File: src/rtl/sdp_pkg.sv
/*
 sdp_pkg: constants shared by the synthesizer divider and phase logic.
 assumes: one 100 MHz system clock; all oscillator edges arrive as one-cycle ticks.
*/
package sdp_pkg;
  localparam int CLK_HZ = 100_000_000;
  localparam int DW = 17;
  localparam int BCD_DIGITS = 5;
  localparam logic [DW-1:0] DIV_BFO_OUT = 17'h0_0032;
  localparam logic [DW-1:0] DIV_BFO_REF = 17'h0_07D0;
  localparam logic [DW-1:0] BFO_N_MIN = 17'h0_AE9C;
  localparam logic [DW-1:0] BFO_N_MAX = 17'h0_B4DC;
  localparam logic [DW-1:0] BFO_N_RST = 17'h0_B1BC;
  localparam logic [DW-1:0] DIV_LO2_1M = 17'h0_0014;
  localparam logic [DW-1:0] DIV_LO2_5M = 17'h0_0004;
  localparam logic [DW-1:0] DIV_LO2_10M = 17'h0_0002;
  localparam logic [DW-1:0] LO1_N_RST = 17'h0_0196;
  localparam int LO1_REF_HZ = 100_000;
  localparam int LO1_STEP_HZ = 10;
  localparam int FW = 14;
  localparam logic [FW-1:0] FRAC_MOD = FW'(LO1_REF_HZ / LO1_STEP_HZ);
  localparam int NDIV = 5;
  localparam int IX_BFO_OUT = 0;
  localparam int IX_BFO_VAR = 1;
  localparam int IX_BFO_REF = 2;
  localparam int IX_LO2 = 3;
  localparam int IX_LO1 = 4;
  localparam int NPFD = 3;
endpackage : sdp_pkg

File: src/rtl/sdp_div_if.sv
/*
 sdp_div_if: carries ratio, input tick, swallow request and terminal-count pulse
 between the control logic and one programmable divider.
 assumes: all signals synchronous to the system clock.
*/
`timescale 1ns/100ps
interface sdp_div_if #(parameter int W = 17);
  logic tick;
  logic swallow;
  logic [W-1:0] ratio;
  logic tc;
  modport ctl (output tick, output swallow, output ratio, input tc);
  modport div (input tick, input swallow, input ratio, output tc);
endinterface : sdp_div_if

File: src/rtl/sdp_synth_top.sv
/*
 sdp_synth_top: divider and phase-comparison logic of the first LO, second LO
 and BFO synthesizer loops, with reference selection.
 assumes: every oscillator edge is presented as a one-cycle tick synchronous to
 clk_in, at most one tick per clock per input; the control processor holds the
 frequency settings steady between its updates.
*/
`timescale 1ns/100ps
// Notes on behaviour
// - BFO reference path divides 1 MHz by fixed 2000, giving 500 Hz.
// - BFO variable ratio 44700..46300 comes from BCD inputs of the controller.
// - BFO oscillator feeds fixed divide-by-50 output and the programmable feedback divider.
// - BFO comparator at 500 Hz compares variable divider against divided reference.
// - after divide by 50, BFO output moves in 10 Hz steps over 447..463 kHz.
// - second-LO chain divides the 20 MHz oscillator by 20, 4 or 2.
// - both links 1 MHz, second link only 5 MHz, first link only 10 MHz.
// - second-LO divided output and selected reference go to a digital comparator.
// - select grounded uses internal oscillator; released powers it down, uses external.
// - first-LO N comes from frequency inputs; divided VCO compared against reference.
// - each unit step of N shifts first-LO output by one reference interval.
// - first-LO covers 40.605 to 70.455 MHz in 10 Hz steps.
// - steps below the 100 kHz reference alter N only briefly.
// - after one full cycle of phase gain, one VCO cycle is swallowed.
module sdp_synth_top (
  input wire logic clk_in,
  input wire logic nrst_in,
  input wire logic bfo_vco_tick_in,
  input wire logic ref_1m_tick_in,
  input wire logic [4*sdp_pkg::BCD_DIGITS-1:0] bfo_ratio_bcd_in,
  input wire logic lo2_osc_tick_in,
  input wire logic ratio_link_a_in,
  input wire logic ratio_link_b_in,
  input wire logic int_ref_sel_n_in,
  input wire logic int_ref_tick_in,
  input wire logic ext_ref_tick_in,
  input wire logic lo1_vco_tick_in,
  input wire logic lo1_ref_tick_in,
  input wire logic [sdp_pkg::DW-1:0] lo1_n_in,
  input wire logic [sdp_pkg::FW-1:0] lo1_frac_in,
  output logic bfo_out,
  output logic ext_ref_out,
  output logic int_osc_en_out,
  output logic ext_in_en_out,
  output logic [sdp_pkg::NPFD-1:0] pfd_up_out,
  output logic [sdp_pkg::NPFD-1:0] pfd_dn_out
);
  import sdp_pkg::*;

  function automatic logic [DW-1:0] bcd_to_bin(input logic [4*BCD_DIGITS-1:0] b);
    logic [DW+3:0] acc;
    acc = '0;
    for (int d = BCD_DIGITS - 1; d >= 0; d--) begin
      acc = (DW+4)'(acc * 10) + (DW+4)'(b[4*d +: 4]);
    end
    return acc[DW-1:0];
  endfunction : bcd_to_bin

  function automatic logic bcd_ok(input logic [4*BCD_DIGITS-1:0] b);
    logic ok;
    ok = 1'b1;
    for (int d = 0; d < BCD_DIGITS; d++) begin
      if (b[4*d +: 4] > 4'h9) ok = 1'b0;
    end
    return ok;
  endfunction : bcd_ok

  sdp_div_if #(.W(DW)) dif [NDIV] ();

  // ratio and settings state
  logic [DW-1:0] bfo_n_r, bfo_n_nxt;
  logic [DW-1:0] lo2_div_r, lo2_div_nxt;
  logic [DW-1:0] lo1_n_r, lo1_n_nxt;
  logic int_sel_r, int_sel_nxt;
  logic [DW-1:0] bcd_val;

  assign bcd_val = bcd_to_bin(bfo_ratio_bcd_in);

  always_comb begin
    bfo_n_nxt = bfo_n_r;
    // out-of-range or malformed codes keep the last good ratio
    if (bcd_ok(bfo_ratio_bcd_in) && bcd_val >= BFO_N_MIN && bcd_val <= BFO_N_MAX) begin
      bfo_n_nxt = bcd_val;
    end
    // no link fitted is not a documented option; treat it as 1 MHz
    unique case ({ratio_link_a_in, ratio_link_b_in})
      2'b01: lo2_div_nxt = DIV_LO2_5M;
      2'b10: lo2_div_nxt = DIV_LO2_10M;
      default: lo2_div_nxt = DIV_LO2_1M;
    endcase
    lo1_n_nxt = lo1_n_in;
    int_sel_nxt = !int_ref_sel_n_in;
  end

  always_ff @(posedge clk_in or negedge nrst_in) begin
    if (!nrst_in) begin
      bfo_n_r <= BFO_N_RST;
      lo2_div_r <= DIV_LO2_1M;
      lo1_n_r <= LO1_N_RST;
      int_sel_r <= 1'b1;
    end else begin
      bfo_n_r <= bfo_n_nxt;
      lo2_div_r <= lo2_div_nxt;
      lo1_n_r <= lo1_n_nxt;
      int_sel_r <= int_sel_nxt;
    end
  end

  // first-LO fractional steps by cycle absorption
  logic [FW-1:0] frac_acc_r, frac_acc_nxt;
  logic swal_r, swal_nxt;
  logic [FW:0] frac_sum;

  // one fraction unit is one fine step of a reference interval
  assign frac_sum = {1'b0, frac_acc_r} + {1'b0, lo1_frac_in};

  always_comb begin
    frac_acc_nxt = frac_acc_r;
    swal_nxt = swal_r;
    // a pending swallow is consumed by the next vco tick
    if (lo1_vco_tick_in) swal_nxt = 1'b0;
    // phase gained per reference period; a whole cycle means one swallow
    if (lo1_ref_tick_in) begin
      if (frac_sum >= {1'b0, FRAC_MOD}) begin
        frac_acc_nxt = FW'(frac_sum - {1'b0, FRAC_MOD});
        swal_nxt = 1'b1;
      end else begin
        frac_acc_nxt = frac_sum[FW-1:0];
      end
    end
  end

  always_ff @(posedge clk_in or negedge nrst_in) begin
    if (!nrst_in) begin
      frac_acc_r <= '0;
      swal_r <= 1'b0;
    end else begin
      frac_acc_r <= frac_acc_nxt;
      swal_r <= swal_nxt;
    end
  end

  logic ref_sel_tick;
  assign ref_sel_tick = int_sel_r ? int_ref_tick_in : ext_ref_tick_in;

  // divider wiring: the BFO vco drives the output and variable dividers, the 1 MHz tick the reference divider
  assign dif[IX_BFO_OUT].tick = bfo_vco_tick_in;
  assign dif[IX_BFO_OUT].ratio = DIV_BFO_OUT;
  assign dif[IX_BFO_VAR].tick = bfo_vco_tick_in;
  assign dif[IX_BFO_VAR].ratio = bfo_n_r;
  assign dif[IX_BFO_REF].tick = ref_1m_tick_in;
  assign dif[IX_BFO_REF].ratio = DIV_BFO_REF;
  assign dif[IX_LO2].tick = lo2_osc_tick_in;
  assign dif[IX_LO2].ratio = lo2_div_r;
  assign dif[IX_LO1].tick = lo1_vco_tick_in;
  assign dif[IX_LO1].ratio = lo1_n_r;
  assign dif[IX_BFO_OUT].swallow = 1'b0;
  assign dif[IX_BFO_VAR].swallow = 1'b0;
  assign dif[IX_BFO_REF].swallow = 1'b0;
  assign dif[IX_LO2].swallow = 1'b0;
  assign dif[IX_LO1].swallow = swal_r;

  for (genvar g = 0; g < NDIV; g++) begin : g_div
    sdp_prog_div #(.W(DW)) u_div (
      .clk_in(clk_in),
      .nrst_in(nrst_in),
      .bus(dif[g])
    );
  end

  // phase-frequency comparators: 0 BFO, 1 second LO, 2 first LO
  logic [NPFD-1:0] pfd_a, pfd_b;
  logic [NPFD-1:0] up_r, up_nxt, dn_r, dn_nxt;
  assign pfd_a = {dif[IX_LO1].tc, dif[IX_LO2].tc, dif[IX_BFO_VAR].tc};
  assign pfd_b = {lo1_ref_tick_in, ref_sel_tick, dif[IX_BFO_REF].tc};

  always_comb begin
    for (int p = 0; p < NPFD; p++) begin
      up_nxt[p] = up_r[p] | pfd_a[p];
      dn_nxt[p] = dn_r[p] | pfd_b[p];
      // both edges seen: phase error resolved, clear both
      if (up_nxt[p] && dn_nxt[p]) begin
        up_nxt[p] = 1'b0;
        dn_nxt[p] = 1'b0;
      end
    end
  end

  always_ff @(posedge clk_in or negedge nrst_in) begin
    if (!nrst_in) begin
      up_r <= '0;
      dn_r <= '0;
    end else begin
      up_r <= up_nxt;
      dn_r <= dn_nxt;
    end
  end

  // registered outputs
  always_ff @(posedge clk_in or negedge nrst_in) begin
    if (!nrst_in) begin
      bfo_out <= 1'b0;
      ext_ref_out <= 1'b0;
      int_osc_en_out <= 1'b1;
      ext_in_en_out <= 1'b0;
    end else begin
      bfo_out <= dif[IX_BFO_OUT].tc;
      ext_ref_out <= dif[IX_LO2].tc;
      int_osc_en_out <= int_sel_r;
      ext_in_en_out <= !int_sel_r;
    end
  end
  assign pfd_up_out = up_r;
  assign pfd_dn_out = dn_r;

  // assertion helpers: ticks counted between terminal pulses
  logic [DW-1:0] ref_cnt_h, out_cnt_h;
  logic ref_seen_h, out_seen_h;
  always_ff @(posedge clk_in or negedge nrst_in) begin
    if (!nrst_in) begin
      ref_cnt_h <= '0;
      out_cnt_h <= '0;
      ref_seen_h <= 1'b0;
      out_seen_h <= 1'b0;
    end else begin
      if (dif[IX_BFO_REF].tc) begin
        ref_cnt_h <= DW'(ref_1m_tick_in);
        ref_seen_h <= 1'b1;
      end else if (ref_1m_tick_in) begin
        ref_cnt_h <= ref_cnt_h + DW'(1);
      end
      if (dif[IX_BFO_OUT].tc) begin
        out_cnt_h <= DW'(bfo_vco_tick_in);
        out_seen_h <= 1'b1;
      end else if (bfo_vco_tick_in) begin
        out_cnt_h <= out_cnt_h + DW'(1);
      end
    end
  end
endmodule : sdp_synth_top

File: src/rtl/sdp_prog_div.sv
/*
 sdp_prog_div: down-counting divider, one tc pulse per ratio input ticks.
 assumes: ratio >= 2; tick is a one-cycle enable; swallow absorbs a tick.
*/
`timescale 1ns/100ps
module sdp_prog_div #(
  parameter int W = 17
) (
  input wire logic clk_in,
  input wire logic nrst_in,
  sdp_div_if.div bus
);
  logic [W-1:0] cnt_r, cnt_nxt;
  logic tc_r, tc_nxt;

  always_comb begin
    cnt_nxt = cnt_r;
    tc_nxt = 1'b0;
    // an absorbed tick leaves the count alone, slipping one input cycle
    if (bus.tick && !bus.swallow) begin
      if (cnt_r == '0) begin
        // reload only at terminal count, so a new ratio never cuts a cycle short
        cnt_nxt = bus.ratio - W'(1);
        tc_nxt = 1'b1;
      end else begin
        cnt_nxt = cnt_r - W'(1);
      end
    end
  end

  always_ff @(posedge clk_in or negedge nrst_in) begin
    if (!nrst_in) begin
      cnt_r <= '0;
      tc_r <= 1'b0;
    end else begin
      cnt_r <= cnt_nxt;
      tc_r <= tc_nxt;
    end
  end

  assign bus.tc = tc_r;
endmodule : sdp_prog_div

File: config.mk
export PLATFORM = sky130hd
export DESIGN_NAME = sdp_synth_top
export DESIGN_NICKNAME = d
export VERILOG_FILES = /design/src/rtl/sdp_pkg.sv /design/src/rtl/sdp_div_if.sv /design/src/rtl/sdp_synth_top.sv /design/src/rtl/sdp_prog_div.sv
export SDC_FILE = /design/constraint.sdc
export NUM_CORES = 1
export LEC_CHECK = 0
export BUFFER_PORTS_ARGS = -buffer_cell sky130_fd_sc_hd__clkbuf_2
export CAP_MARGIN = 5
export CORE_MARGIN = 5
export CORE_UTILIZATION = 25
export DETAILED_ROUTE_END_ITERATION = 12
export GPL_TIMING_DRIVEN = 0
export PLACE_DENSITY_LB_ADDON = 0.3
export SETUP_SLACK_MARGIN = 0.4
export SLEW_MARGIN = 20
export SYNTH_ARGS = -nofsm -noshare
export SYNTH_HDL_FRONTEND = slang
export SYNTH_SLANG_ARGS = --single-unit
File: constraint.sdc
create_clock -name clk_in -period 4.4 [get_ports clk_in]
set_clock_uncertainty 0.2 [all_clocks]
set_input_delay 0.44 -clock clk_in [delete_from_list [all_inputs] [get_ports clk_in]]
set_output_delay 0.44 -clock clk_in [all_outputs]
set_load 0.03 [all_outputs]
== After elaboration in Yosys (flattened, before gate mapping) ==
Index checks and enable logic that the tools add are counted.
Operators by class
  divide/modulo/power cells: 0
  add/subtract/negate cells: 14
  mux-type cells: 32
  equal/unequal tests: 2
  order comparisons: 8
  multiply operators: 4
  shifts and indexed selects: 0
  reductions and logical operators: 14
  bitwise gates (word level): 6
Operators by type and width (number)
  subtractor 17 x 1 -> 17 bit, second input constant: 8
  zero test 17 bit: 5
  2-to-1 mux 17 bit: 5
  2-to-1 mux 1 bit: 25
  greater-than comparator 4 bit, second input constant: 5
  adder 18 x 4 -> 19 bit: 1
  multiplier 19 x 3 -> 16 bit, second input constant: 1
  adder 17 x 4 -> 17 bit: 1
  greater-or-equal comparator 17 x 16 -> 1 bit, second input constant: 1
  less-or-equal comparator 17 x 16 -> 1 bit, second input constant: 1
  multiplier 14 x 3 -> 17 bit, second input constant: 1
  adder 14 x 14 -> 15 bit: 1
  greater-or-equal comparator 15 x 14 -> 1 bit, second input constant: 1
  adder 13 x 4 -> 14 bit: 1
  2-to-1 mux 14 bit: 1
  subtractor 14 bit, second input constant: 1
  multiplier 9 x 3 -> 12 bit, second input constant: 1
  one-hot mux 5 bit (2 select lines): 1
  adder 8 x 4 -> 9 bit: 1
  multiplier 4 x 3 -> 7 bit, second input constant: 1
  logical AND 1 bit: 6
  bitwise OR 1 bit: 6
  zero test 1 bit: 3
  == test 2 x 1 -> 1 bit, second input constant: 1
  == test 2 bit, second input constant: 1
Word-level totals
  word-level logic and storage cells: 102
  memories kept: 0
  bits of input ports: 63
  output and inout bits: 10
  bits in registers: 167
  latch bits: 0
  RAM bits: 0
  memory bits (read-only): 0

== Longest topological paths before layout ==
Gate-level depths: netlist of the first run.
  word-level depth: 11
  depth in mapped cells: 36
  mapped depth without buffers: 34

== Modules after synthesis ==
Synthesis of the first run repeated with hierarchy kept, for this count alone.
Unflattened totals
  cell total of the unflattened synthesis: 1527
  area, all modules: 13055.0 µm²
By module, submodules not included
  sdp_prog_div: times used 5, area an instance 1348.8 µm², seq. area each 450.4 µm², cells an instance 168
  sdp_synth_top: times used 1, area an instance 6311.1 µm², seq. area each 1599.0 µm², cells an instance 687

== Least setup slack after synthesis of the first run ==
No wires, ideal clock.
  path type: input to register
  from: in bfo_ratio_bcd_in[17] (netlist bit)
  to: reg bfo_n_r[12]
  stages on the path: 34
  data arrival time: 7.716 ns
  path buffers: 2
  required time: 4.118 ns
  path slack: -3.598 ns
  setup time: 0.082 ns
  path through: ha_1 > ha_1 > fa_1 > nand2_1 > o21bai_1 > mux2i_1 > a22o_1 > ha_1 > ha_1 > nand2_1 > o211a_1 > o211a_1 > a2111oi_0 > o22ai_1 > ha_1 > ha_1 > clkbuf_1 > nand3_1 > nand2_1 > a41o_1 > nor3_1 > nand3_1 > xor2_1 > ha_1 > ha_1 > or3_1 > o31ai_1 > xnor2_1 > xnor2_1 > xnor2_1 > xnor2_1 > a21oi_4 > buf_8 > mux2_4
Between the ends
  longest elaborated chain between the ends: 11
  elaborated cells on any way between the ends: 14
  those cells by class: add/sub: 4; mul: 4; order compare: 3; mux: 1; reduce/logical: 2
Ends and longest elaborated chain
  start: declaration: line sdp_synth_top.sv:29  | input wire logic [4*sdp_pkg::BCD_DIGITS-1:0] bfo_ratio_bcd_in,
  multiplier 4 x 3 -> 7 bit: line sdp_synth_top.sv:53  | acc = (DW+4)'(acc * 10) + (DW+4)'(b[4*d +: 4]);
  adder 8 x 4 -> 9 bit: line sdp_synth_top.sv:53
  multiplier 9 x 3 -> 12 bit: line sdp_synth_top.sv:53
  adder 13 x 4 -> 14 bit: line sdp_synth_top.sv:53
  multiplier 14 x 3 -> 17 bit: line sdp_synth_top.sv:53
  adder 18 x 4 -> 19 bit: line sdp_synth_top.sv:53
  multiplier 19 x 3 -> 16 bit: line sdp_synth_top.sv:53
  adder 17 x 4 -> 17 bit: line sdp_synth_top.sv:53
  greater-or-equal comparator 17 x 16 -> 1 bit: line sdp_synth_top.sv:81  | if (bcd_ok(bfo_ratio_bcd_in) && bcd_val >= BFO_N_MIN && bcd_val <= BFO_N_MAX) begin
  logical AND 1 bit (2 in series): line sdp_synth_top.sv:81
  end signal: assignment: line sdp_synth_top.sv:101  | bfo_n_r <= bfo_n_nxt;
  end: declaration: line sdp_synth_top.sv:70  | logic [DW-1:0] bfo_n_r, bfo_n_nxt;
Parallel ways exist; a longest one is shown, timed or not.
A chain may end at the register's enable or synchronous reset.

== Worst setup path after layout of the first run ==
  from: in bfo_ratio_bcd_in[19] (netlist bit)
  to: reg bfo_n_r[1]
Between the ends
  longest elaborated chain between the ends: 11
  elaborated cells on any way between the ends: 14
  those cells by class: add/sub: 4; mul: 4; order compare: 3; mux: 1; reduce/logical: 2
Ends and longest elaborated chain (line)
  multiplier 4 x 3 -> 7 bit: sdp_synth_top.sv:53
  adder 8 x 4 -> 9 bit: sdp_synth_top.sv:53
  multiplier 9 x 3 -> 12 bit: sdp_synth_top.sv:53
  adder 13 x 4 -> 14 bit: sdp_synth_top.sv:53
  multiplier 14 x 3 -> 17 bit: sdp_synth_top.sv:53
  adder 18 x 4 -> 19 bit: sdp_synth_top.sv:53
  multiplier 19 x 3 -> 16 bit: sdp_synth_top.sv:53
  adder 17 x 4 -> 17 bit: sdp_synth_top.sv:53
  greater-or-equal comparator 17 x 16 -> 1 bit: sdp_synth_top.sv:81
  logical AND 1 bit: sdp_synth_top.sv:81
  logical AND 1 bit *: sdp_synth_top.sv:81
Every way passes the cells marked *; elsewhere a longest branch is shown, timed or not.

==> results of run 1 <==
-- synth_stat cells, types with 26 or more instances --
| master | n |
|---|---|
| dfrtp_1 | 135 |
| ha_1 | 101 |
| nor2_1 | 100 |
| nand2_1 | 91 |
| xnor2_1 | 76 |
| a21oi_1 | 71 |
| inv_1 | 66 |
| o21ai_0 | 60 |
| nor3_1 | 40 |
| xor2_1 | 36 |
| nand3_1 | 28 |
| clkbuf_1 | 26 |
-- state kept, by name, summed over array words and instances, names as in the netlist, 3 cells and up --
register and count:
frac_acc_r 14, bfo_n_r 17, pfd_dn_out 3, pfd_up_out 3, g_div.u_div.cnt_r 85, g_div.u_div.bus.tc 5, dif.ratio 20
-- final timing paths --
kind | startpoint | end | slack [ns] | depth (start not counted)
setup / recovery | bfo_ratio_bcd_in[19] | bfo_n_r[1]$_DFFE_PN0P_ | -3.01 | 33
hold / removal | lo1_vco_tick_in | dif[4].swallow$_DFF_PN0_ | 0.03 | 2
setup reg to reg | g_div[1].u_div.cnt_r[2]$_DFFE_PN0P_ | g_div[1].u_div.cnt_r[14]$_DFFE_PN0P_ | 0.65 | 15
hold reg to reg | g_div[0].u_div.bus.tc$_DFF_PN0_ | bfo_out$_DFF_PN0_ | 0.15 | 0
max in group asynchronous | nrst_in | bfo_n_r[4]$_DFFE_PN1P_ | 2.72 | 4
min in group asynchronous | nrst_in | frac_acc_r[4]$_DFFE_PN0P_ | 0.30 | 2
-- through the flow --
step / hold WS (ns) / util [%] / setup slack (ns)
final: 0.03283 / 32.22 / -3.006
after global routing: 0.01438 / 32.22 / -3.279
after global placement: 0.1347 / 28.22 / -4.286
after CTS: 0.002563 / 31.19 / -3.044
after detailed placement: 0.1364 / 28.36 / -4.254
after floorplan: -0.05559 / - / -3.213
-- worst max-delay path: cells and delay by family --
| family | cells | cell delay, ns |
|---|---|---|
| buffers and inverters | 2 | 0.27 |
| XOR/XNOR | 8 | 1.38 |
| AO/OA/AOI/OAI | 6 | 1.35 |
| multiplexers | 2 | 0.41 |
| AND/OR/NAND/NOR | 6 | 1.18 |
| adder cells (fa/ha/maj) | 9 | 2.50 |
-- timing repair --
item | CTS | global route
setup buffers | 17 | 19
gates resized for setup | 67 | 54
hold buffers | 19 | 0
setup endpoints to repair | 24 | 31
endpoints found under the hold margin | 54 | 0
pin swaps | 47 | 24
-- cells by family after synthesis --
| family | count (synthesis) | synth area share (%) |
|---|---|---|
| AOI/OAI and AO/OA | 292 | 17.82 |
| and+or+nand+nor | 408 | 19.08 |
| buffers and inverters | 97 | 3.451 |
| muxes | 30 | 2.909 |
| adders and majority gates | 110 | 13.01 |
| other | 1 | 0.03380 |
| xor gates and xnor gates | 113 | 8.987 |
| DFF | 153 | 34.71 |
-- final cells by class --
class                      instances  area (sq um)  share of cell area, %
timing repair buffer             127         932.1                  6.570
multi-input combinational        954          7699                  54.26
sequential                       153          3854                  27.16
clock inverter                    14         111.4                 0.7849
clock buffer                      18         439.2                  3.096
inverter                          67         251.5                  1.773
tap                              592         740.7                  5.221
buffer                            30         160.2                  1.129
-- per-layer routing --
metal	track usage [%]	vias to the layer above	wire length [um]
met4	2.936	0	247
met3	1.683	19	825
li1	-	4642	-
met2	17.82	168	12280
met1	14.02	4481	12160
met5	0	-	0
==> flow_summary.json, run 1 <==
{
  "tightestPinTransition_ns": 0.7670,
  "detailedRoute.firstPassIterationCount": 6,
  "synthCells": 1204,
  "dieWidth_um": 220.7,
  "antenna_left": 0,
  "min_path_type": "primary input to register",
  "mostFrequentLayoutCells": "133 x dfrtp_1, 98 x nor2_1, 88 x nand2_1, 82 x ha_1, 68 x clkbuf_2",
  "syn_area_sq_um": 11100,
  "numCtsBuffers": 17,
  "fillers": 4518,
  "cpPeakStageDelay_ns": 0.60,
  "clockRootBuffer": "clkbuf_16",
  "crit_path_top_delay_cell": "fa_2",
  "drive_above_1_share_pct": 22.67,
  "drc_errors": 0,
  "maxSlewHeadroom_pct": 48.15,
  "period_minus_slack_ns": 7.406,
  "path_max_fanout": 7,
  "critPathCaptureType": "register",
  "synth_edf_count": 0,
  "rsz0062_at_grt": "true",
  "antenna_found_initial": 0,
  "grt_pass1_vias": 9169,
  "num_rows": 77,
  "violations": "setup timing",
  "pin_count": 73,
  "ys.warnings.count": 0,
  "die_h_um": 220.7,
  "clkSinkCount": 153,
  "synth_seq_area_share_pct": 34.71,
  "port_buffers": 70,
  "nNetsFinal": 1523,
  "ys_seq_elements": 153,
  "cts.htree.levels": 4,
  "grt_pass1_wl_um": 43500,
  "finalSetupTns_ns": -49.89,
  "period_share_pct": 168.3,
  "grt_max_degree": 63,
  "area_growth_pct": 27.86,
  "ys.flop_type": "dfrtp_1",
  "finalInstanceArea_sq_um": 14190,
  "maxCapViolations": 0,
  "setup_violations": 17,
  "synth_top_area_share_pct": 30.45,
  "fin_cells": 1955,
  "wl_um": 25510,
  "fmax_mhz": 135.0,
  "cp.arrival_ns": 7.52,
  "grt_overflow": 0,
  "synth_area_per_cell_sq_um": 9.216,
  "critPathLaunchType": "primary input",
  "synth_cell_types": 87,
  "synth_nets": 1377,
  "run_status": "finished, violations left",
  "finalHoldViolations": 0,
  "slew_violations": 0,
  "gp_congestion": 0.7911,
  "grt_usage_pct": 10.54,
  "synth_area_leader_cell": "dfrtp_1",
  "path_clk_slew_ns": 0.07,
  "wire_per_inst_um": 13.05,
  "cts_tree": "built",
  "die_area_sq_um": 48700,
  "clock_latency_ns": 0.42,
  "clk_path_buf_depth": 2,
  "viasPerCell": 4.762,
  "start_util_pct": 25.20,
  "cpMostUsedCell": "ha_4",
  "final_common_cell": "dfrtp_1",
  "fin_ws_ns": -3.006,
  "core_sq_um": 44030,
  "dp_hpwl_um": 18920,
  "synthArstFlopShare_pct": 100.0,
  "dp_cells": 1868,
  "cp.required_ns": 4.52,
  "drt-initial-drc-count": 344,
  "placed_area_sq_um": 12490,
  "critPathKind": "primary input to register",
  "ys_top_cells_by_area": "dfrtp_1 30%, ha_1 11%, xnor2_1 6.0%, dfstp_2 4.3%, nor2_1 3.4%",
  "vias": 9310,
  "antennaDiodeCount": 0
}
Power of run 1 is not shown: default switching activity piles up to over one toggle a cycle in this logic, so the estimate is an artifact.
==> inputs of run 2 (changes only) <==
RECOVER_POWER = 50   (was unset)
SKIP_CTS_REPAIR_TIMING = 1   (was unset)
==> flow_summary.json, run 2 (same netlist as run 1, synthesis figures left out) <==
{
  "drt-initial-drc-count": 393,
  "slew_violations": 41,
  "nNetsFinal": 1508,
  "fmax_mhz": 133.1,
  "cpPeakStageDelay_ns": 0.59,
  "num_rows": 77,
  "antennaDiodeCount": 0,
  "critPathLaunchType": "primary input",
  "clock_latency_ns": 0.43,
  "gp_congestion": 0.7911,
  "tightestPinTransition_ns": 2.134,
  "finalHoldViolations": 0,
  "period_share_pct": 170.7,
  "critPathCaptureType": "register",
  "path_max_fanout": 7,
  "run_status": "finished, violations left",
  "antenna_left": 0,
  "wire_per_inst_um": 13.17,
  "clk_path_buf_depth": 2,
  "area_growth_pct": 25.95,
  "final_common_cell": "dfrtp_1",
  "mostFrequentLayoutCells": "133 x dfrtp_1, 99 x nor2_1, 89 x nand2_1, 81 x ha_1, 66 x inv_1",
  "dp_hpwl_um": 18920,
  "port_buffers": 70,
  "setup_violations": 17,
  "critPathKind": "primary input to register",
  "reg2reg_slack_ns": 0.68,
  "wl_um": 25550,
  "fillers": 4547,
  "period_minus_slack_ns": 7.511,
  "path_clk_slew_ns": 0.07,
  "grt_overflow": 0,
  "fin_ws_ns": -3.111,
  "cts_tree": "built",
  "maxSlewHeadroom_pct": -42.27,
  "min_path_type": "primary input to register",
  "largest_register_ffs": 85,
  "detailedRoute.firstPassIterationCount": 7,
  "grt_max_degree": 63,
  "max_flop_register": "g_div.u_div.cnt_r",
  "pin_count": 73,
  "clockRootBuffer": "clkbuf_16",
  "drc_errors": 0,
  "cp.arrival_ns": 7.62,
  "die_area_sq_um": 48700,
  "rsz0062_at_grt": "true",
  "start_util_pct": 25.20,
  "violations": "capacitance limit, slew limit, setup timing",
  "viasPerCell": 4.772,
  "die_h_um": 220.7,
  "cpMostUsedCell": "ha_4",
  "clkSinkCount": 153,
  "cts.htree.levels": 4,
  "grt_usage_pct": 10.33,
  "core_sq_um": 44030,
  "drive_above_1_share_pct": 20.18,
  "antenna_found_initial": 0,
  "cp.required_ns": 4.51,
  "maxCapViolations": 1,
  "crit_path_top_delay_cell": "fa_2",
  "vias": 9257,
  "dieWidth_um": 220.7,
  "holdWs_ns": 0.03273,
  "grt_pass1_wl_um": 42640,
  "grt_pass1_vias": 8904,
  "numCtsBuffers": 17
}
[run 2: final cells by class]
cell class	instances	area [sq um]	area share, %
Buffer	30	155.1	1.110
Clock buffer	18	439.2	3.143
Clock inverter	14	111.4	0.7968
Inverter	67	251.5	1.800
Multi-Input combinational cell	954	7664	54.84
Sequential cell	153	3854	27.58
Tap cell	592	740.7	5.300
Timing Repair Buffer	112	759.5	5.435
[run 2: metrics by stage]
| step | worst slack, ns | util [%] | cell area, sq um | TNS [ns] | instances |
|---|---|---|---|---|---|
| final | -3.111 | 31.74 | 13970 | -51.57 | 1940 |
| after global routing | -3.400 | 31.74 | 13970 | -67.41 | 1940 |
| after CTS | -3.866 | 29.61 | 13040 | -63.72 | 1900 |
| after detailed placement | -4.254 | 28.36 | 12490 | -70.32 | 1868 |
| after global placement | -4.286 | 28.22 | 12420 | -79.34 | 1866 |
| after floorplan | -3.213 | - | 11330 | -52.65 | 1204 |
[run 2: worst paths after layout]
kind / startpoint / end / depth (start not counted)
hold reg to reg: g_div[0].u_div.bus.tc$_DFF_PN0_ / bfo_out$_DFF_PN0_ / 0
setup reg to reg: g_div[1].u_div.cnt_r[2]$_DFFE_PN0P_ / g_div[1].u_div.cnt_r[14]$_DFFE_PN0P_ / 15
min in group asynchronous: nrst_in / frac_acc_r[4]$_DFFE_PN0P_ / 2
setup / recovery: bfo_ratio_bcd_in[19] / bfo_n_r[1]$_DFFE_PN0P_ / 33
hold / removal: lo1_vco_tick_in / dif[4].swallow$_DFF_PN0_ / 2
max in group asynchronous: nrst_in / bfo_n_r[4]$_DFFE_PN1P_ / 4
[run 2: routing by layer]
| metal | up-vias | track usage [%] | part of all wire [%] |
|---|---|---|---|
| li1 | 4610 | - | - |
| met2 | 169 | 17.12 | 48 |
| met1 | 4460 | 14.01 | 48 |
| met4 | 0 | 2.832 | 0.88 |
| met3 | 18 | 1.724 | 3.2 |
| met5 | - | 0 | 0 |
[run 2: worst max-delay path: cells and delay by family]
| family | cells | cell delay, ns |
|---|---|---|
| xor+xnor | 8 | 1.32 |
| fa+ha+maj | 9 | 2.56 |
| compound gates | 6 | 1.34 |
| mux | 2 | 0.41 |
| buf+inv | 2 | 0.26 |
| simple gates | 6 | 1.26 |
Power of run 2 is left out for the same reason.
==> inputs of run 3 (changes only) <==
ABC_AREA = 0   (was unset)
CAP_MARGIN = 20   (was 5)
clock period = 8.1 ns   (was 4.4 ns; I/O delays follow)
==> flow_summary.json, run 3 (same netlist as run 1, synthesis figures left out) <==
{
  "cts.htree.levels": 4,
  "core_sq_um": 44030,
  "final_common_cell": "dfrtp_1",
  "die_area_sq_um": 48700,
  "critPathKind": "primary input to register",
  "start_util_pct": 25.20,
  "area_growth_pct": 23.23,
  "tightestPinTransition_ns": 2.746,
  "setup_violations": 0,
  "nNetsFinal": 1486,
  "clockRootBuffer": "clkbuf_16",
  "clock_latency_ns": 0.42,
  "reg2reg_slack_ns": 3.55,
  "crit_path_top_delay_cell": "fa_2",
  "cp.depth": 33,
  "min_path_type": "register to register",
  "grt_overflow": 0,
  "clk_path_buf_depth": 2,
  "gp_congestion": 0.7911,
  "period_minus_slack_ns": 7.881,
  "violations": "capacitance limit, slew limit",
  "dieWidth_um": 220.7,
  "fmax_mhz": 126.9,
  "place_ws_ns": -0.9237,
  "run_status": "finished, violations left",
  "whs_path_depth": 0,
  "critPathLaunchType": "primary input",
  "slew_violations": 158,
  "drt-initial-drc-count": 371,
  "largest_register_ffs": 85,
  "grt_usage_pct": 10.33,
  "fillers": 4581,
  "grt_max_degree": 63,
  "placed_area_sq_um": 12490,
  "rsz0062_at_grt": "true",
  "antennaDiodeCount": 0,
  "maxCapViolations": 3,
  "grt_pass1_wl_um": 42640,
  "dp_hpwl_um": 18920,
  "antenna_found_initial": 0,
  "cpMostUsedCell": "ha_4",
  "max_flop_register": "g_div.u_div.cnt_r",
  "vias": 9138,
  "drc_errors": 0,
  "finalHoldViolations": 0,
  "antenna_left": 0,
  "critPathCaptureType": "register",
  "path_max_fanout": 7,
  "period_share_pct": 97.29,
  "maxSlewHeadroom_pct": -83.07,
  "numCtsBuffers": 17,
  "cp.arrival_ns": 7.99,
  "grt_pass1_vias": 8904,
  "worstRegToRegCells": 16,
  "pin_count": 73,
  "detailedRoute.firstPassIterationCount": 5,
  "port_buffers": 70,
  "hp-start": "g_div[0].u_div.bus.tc$_DFF_PN0_",
  "clkSinkCount": 153,
  "die_h_um": 220.7,
  "path_clk_slew_ns": 0.07,
  "viasPerCell": 4.764,
  "timing.rr.start": "g_div[4].u_div.cnt_r[3]$_DFFE_PN0P_",
  "num_rows": 77,
  "cpPeakStageDelay_ns": 0.59,
  "cts_tree": "built",
  "worstHoldEndpoint": "bfo_out$_DFF_PN0_",
  "finalInstanceArea_sq_um": 13670,
  "wl_um": 25230,
  "cpLargestDelayFamily": "adder cells",
  "mostFrequentLayoutCells": "135 x dfrtp_1, 99 x nor2_1, 89 x nand2_1, 81 x ha_1, 68 x clkbuf_2",
  "rr_endpoint": "g_div[4].u_div.cnt_r[14]$_DFFE_PN0P_",
  "cp.required_ns": 8.21,
  "fin_ws_ns": 0.2195,
  "cp.buffers_inverters": 2,
  "wire_per_inst_um": 13.15,
  "drive_above_1_share_pct": 19.76
}
run 3: cell count changes in the layout (fill, tap and decap cells not counted), sizes merged:
cell,change
buf,-6
dlygate4sd3,-19
clkbuf,+3
run 3: layout make-up:
class,instances,area (sq um),share of cell area [%]
clock inverter,14,111.4,0.8144
timing repair buffer,90,534.3,3.907
buffer,30,142.6,1.043
tap,592,740.7,5.417
clock buffer,18,439.2,3.212
multi-input combinational,954,7602,55.60
sequential,153,3851,28.17
inverter,67,251.5,1.839
run 3: worst register-to-register path: cells and delay by family (launching register included):
family | cells | cell delay [ns]
fa+ha+maj | 1 | 0.23
flops | 1 | 0.45
compound gates | 4 | 1.11
buf+inv | 3 | 0.83
simple gates | 8 | 1.67
run 3: metrics by stage:
step | util (%) | setup TNS [ns] | cells | hold WS, ns
2_1_floorplan | - | 0 | 1204 | 0.1312
3_3_place_gp | 28.22 | -13.99 | 1866 | 0.1347
3_5_place_dp | 28.36 | -13.50 | 1868 | 0.1364
4_1_cts | 29.61 | -6.885 | 1900 | 0.08266
5_1_grt | 31.06 | -0.4774 | 1918 | 0.1585
6_report | 31.06 | 0 | 1918 | 0.1492
run 3: routing by layer:
layer  GRT usage, %  part of all wire (%)  vias up
met5              0                     0        -
met4          2.832                  0.86        0
met3          1.724                   3.3       14
met2          17.12                    48      130
met1          14.01                    48     4429
li1               -                     -     4565
run 3: how the worst max path moves through the flow:
stage,start,end
2_1_floorplan,bfo_ratio_bcd_in[17],bfo_n_r[12]$_DFFE_PN1P_
3_3_place_gp,bfo_ratio_bcd_in[19],bfo_n_r[12]$_DFFE_PN1P_
3_5_place_dp,bfo_ratio_bcd_in[19],bfo_n_r[12]$_DFFE_PN1P_
4_1_cts,bfo_ratio_bcd_in[19],bfo_n_r[12]$_DFFE_PN1P_
5_1_grt,bfo_ratio_bcd_in[19],bfo_n_r[0]$_DFFE_PN0P_
6_report,bfo_ratio_bcd_in[19],bfo_n_r[1]$_DFFE_PN0P_
Power of run 3 is left out for the same reason.
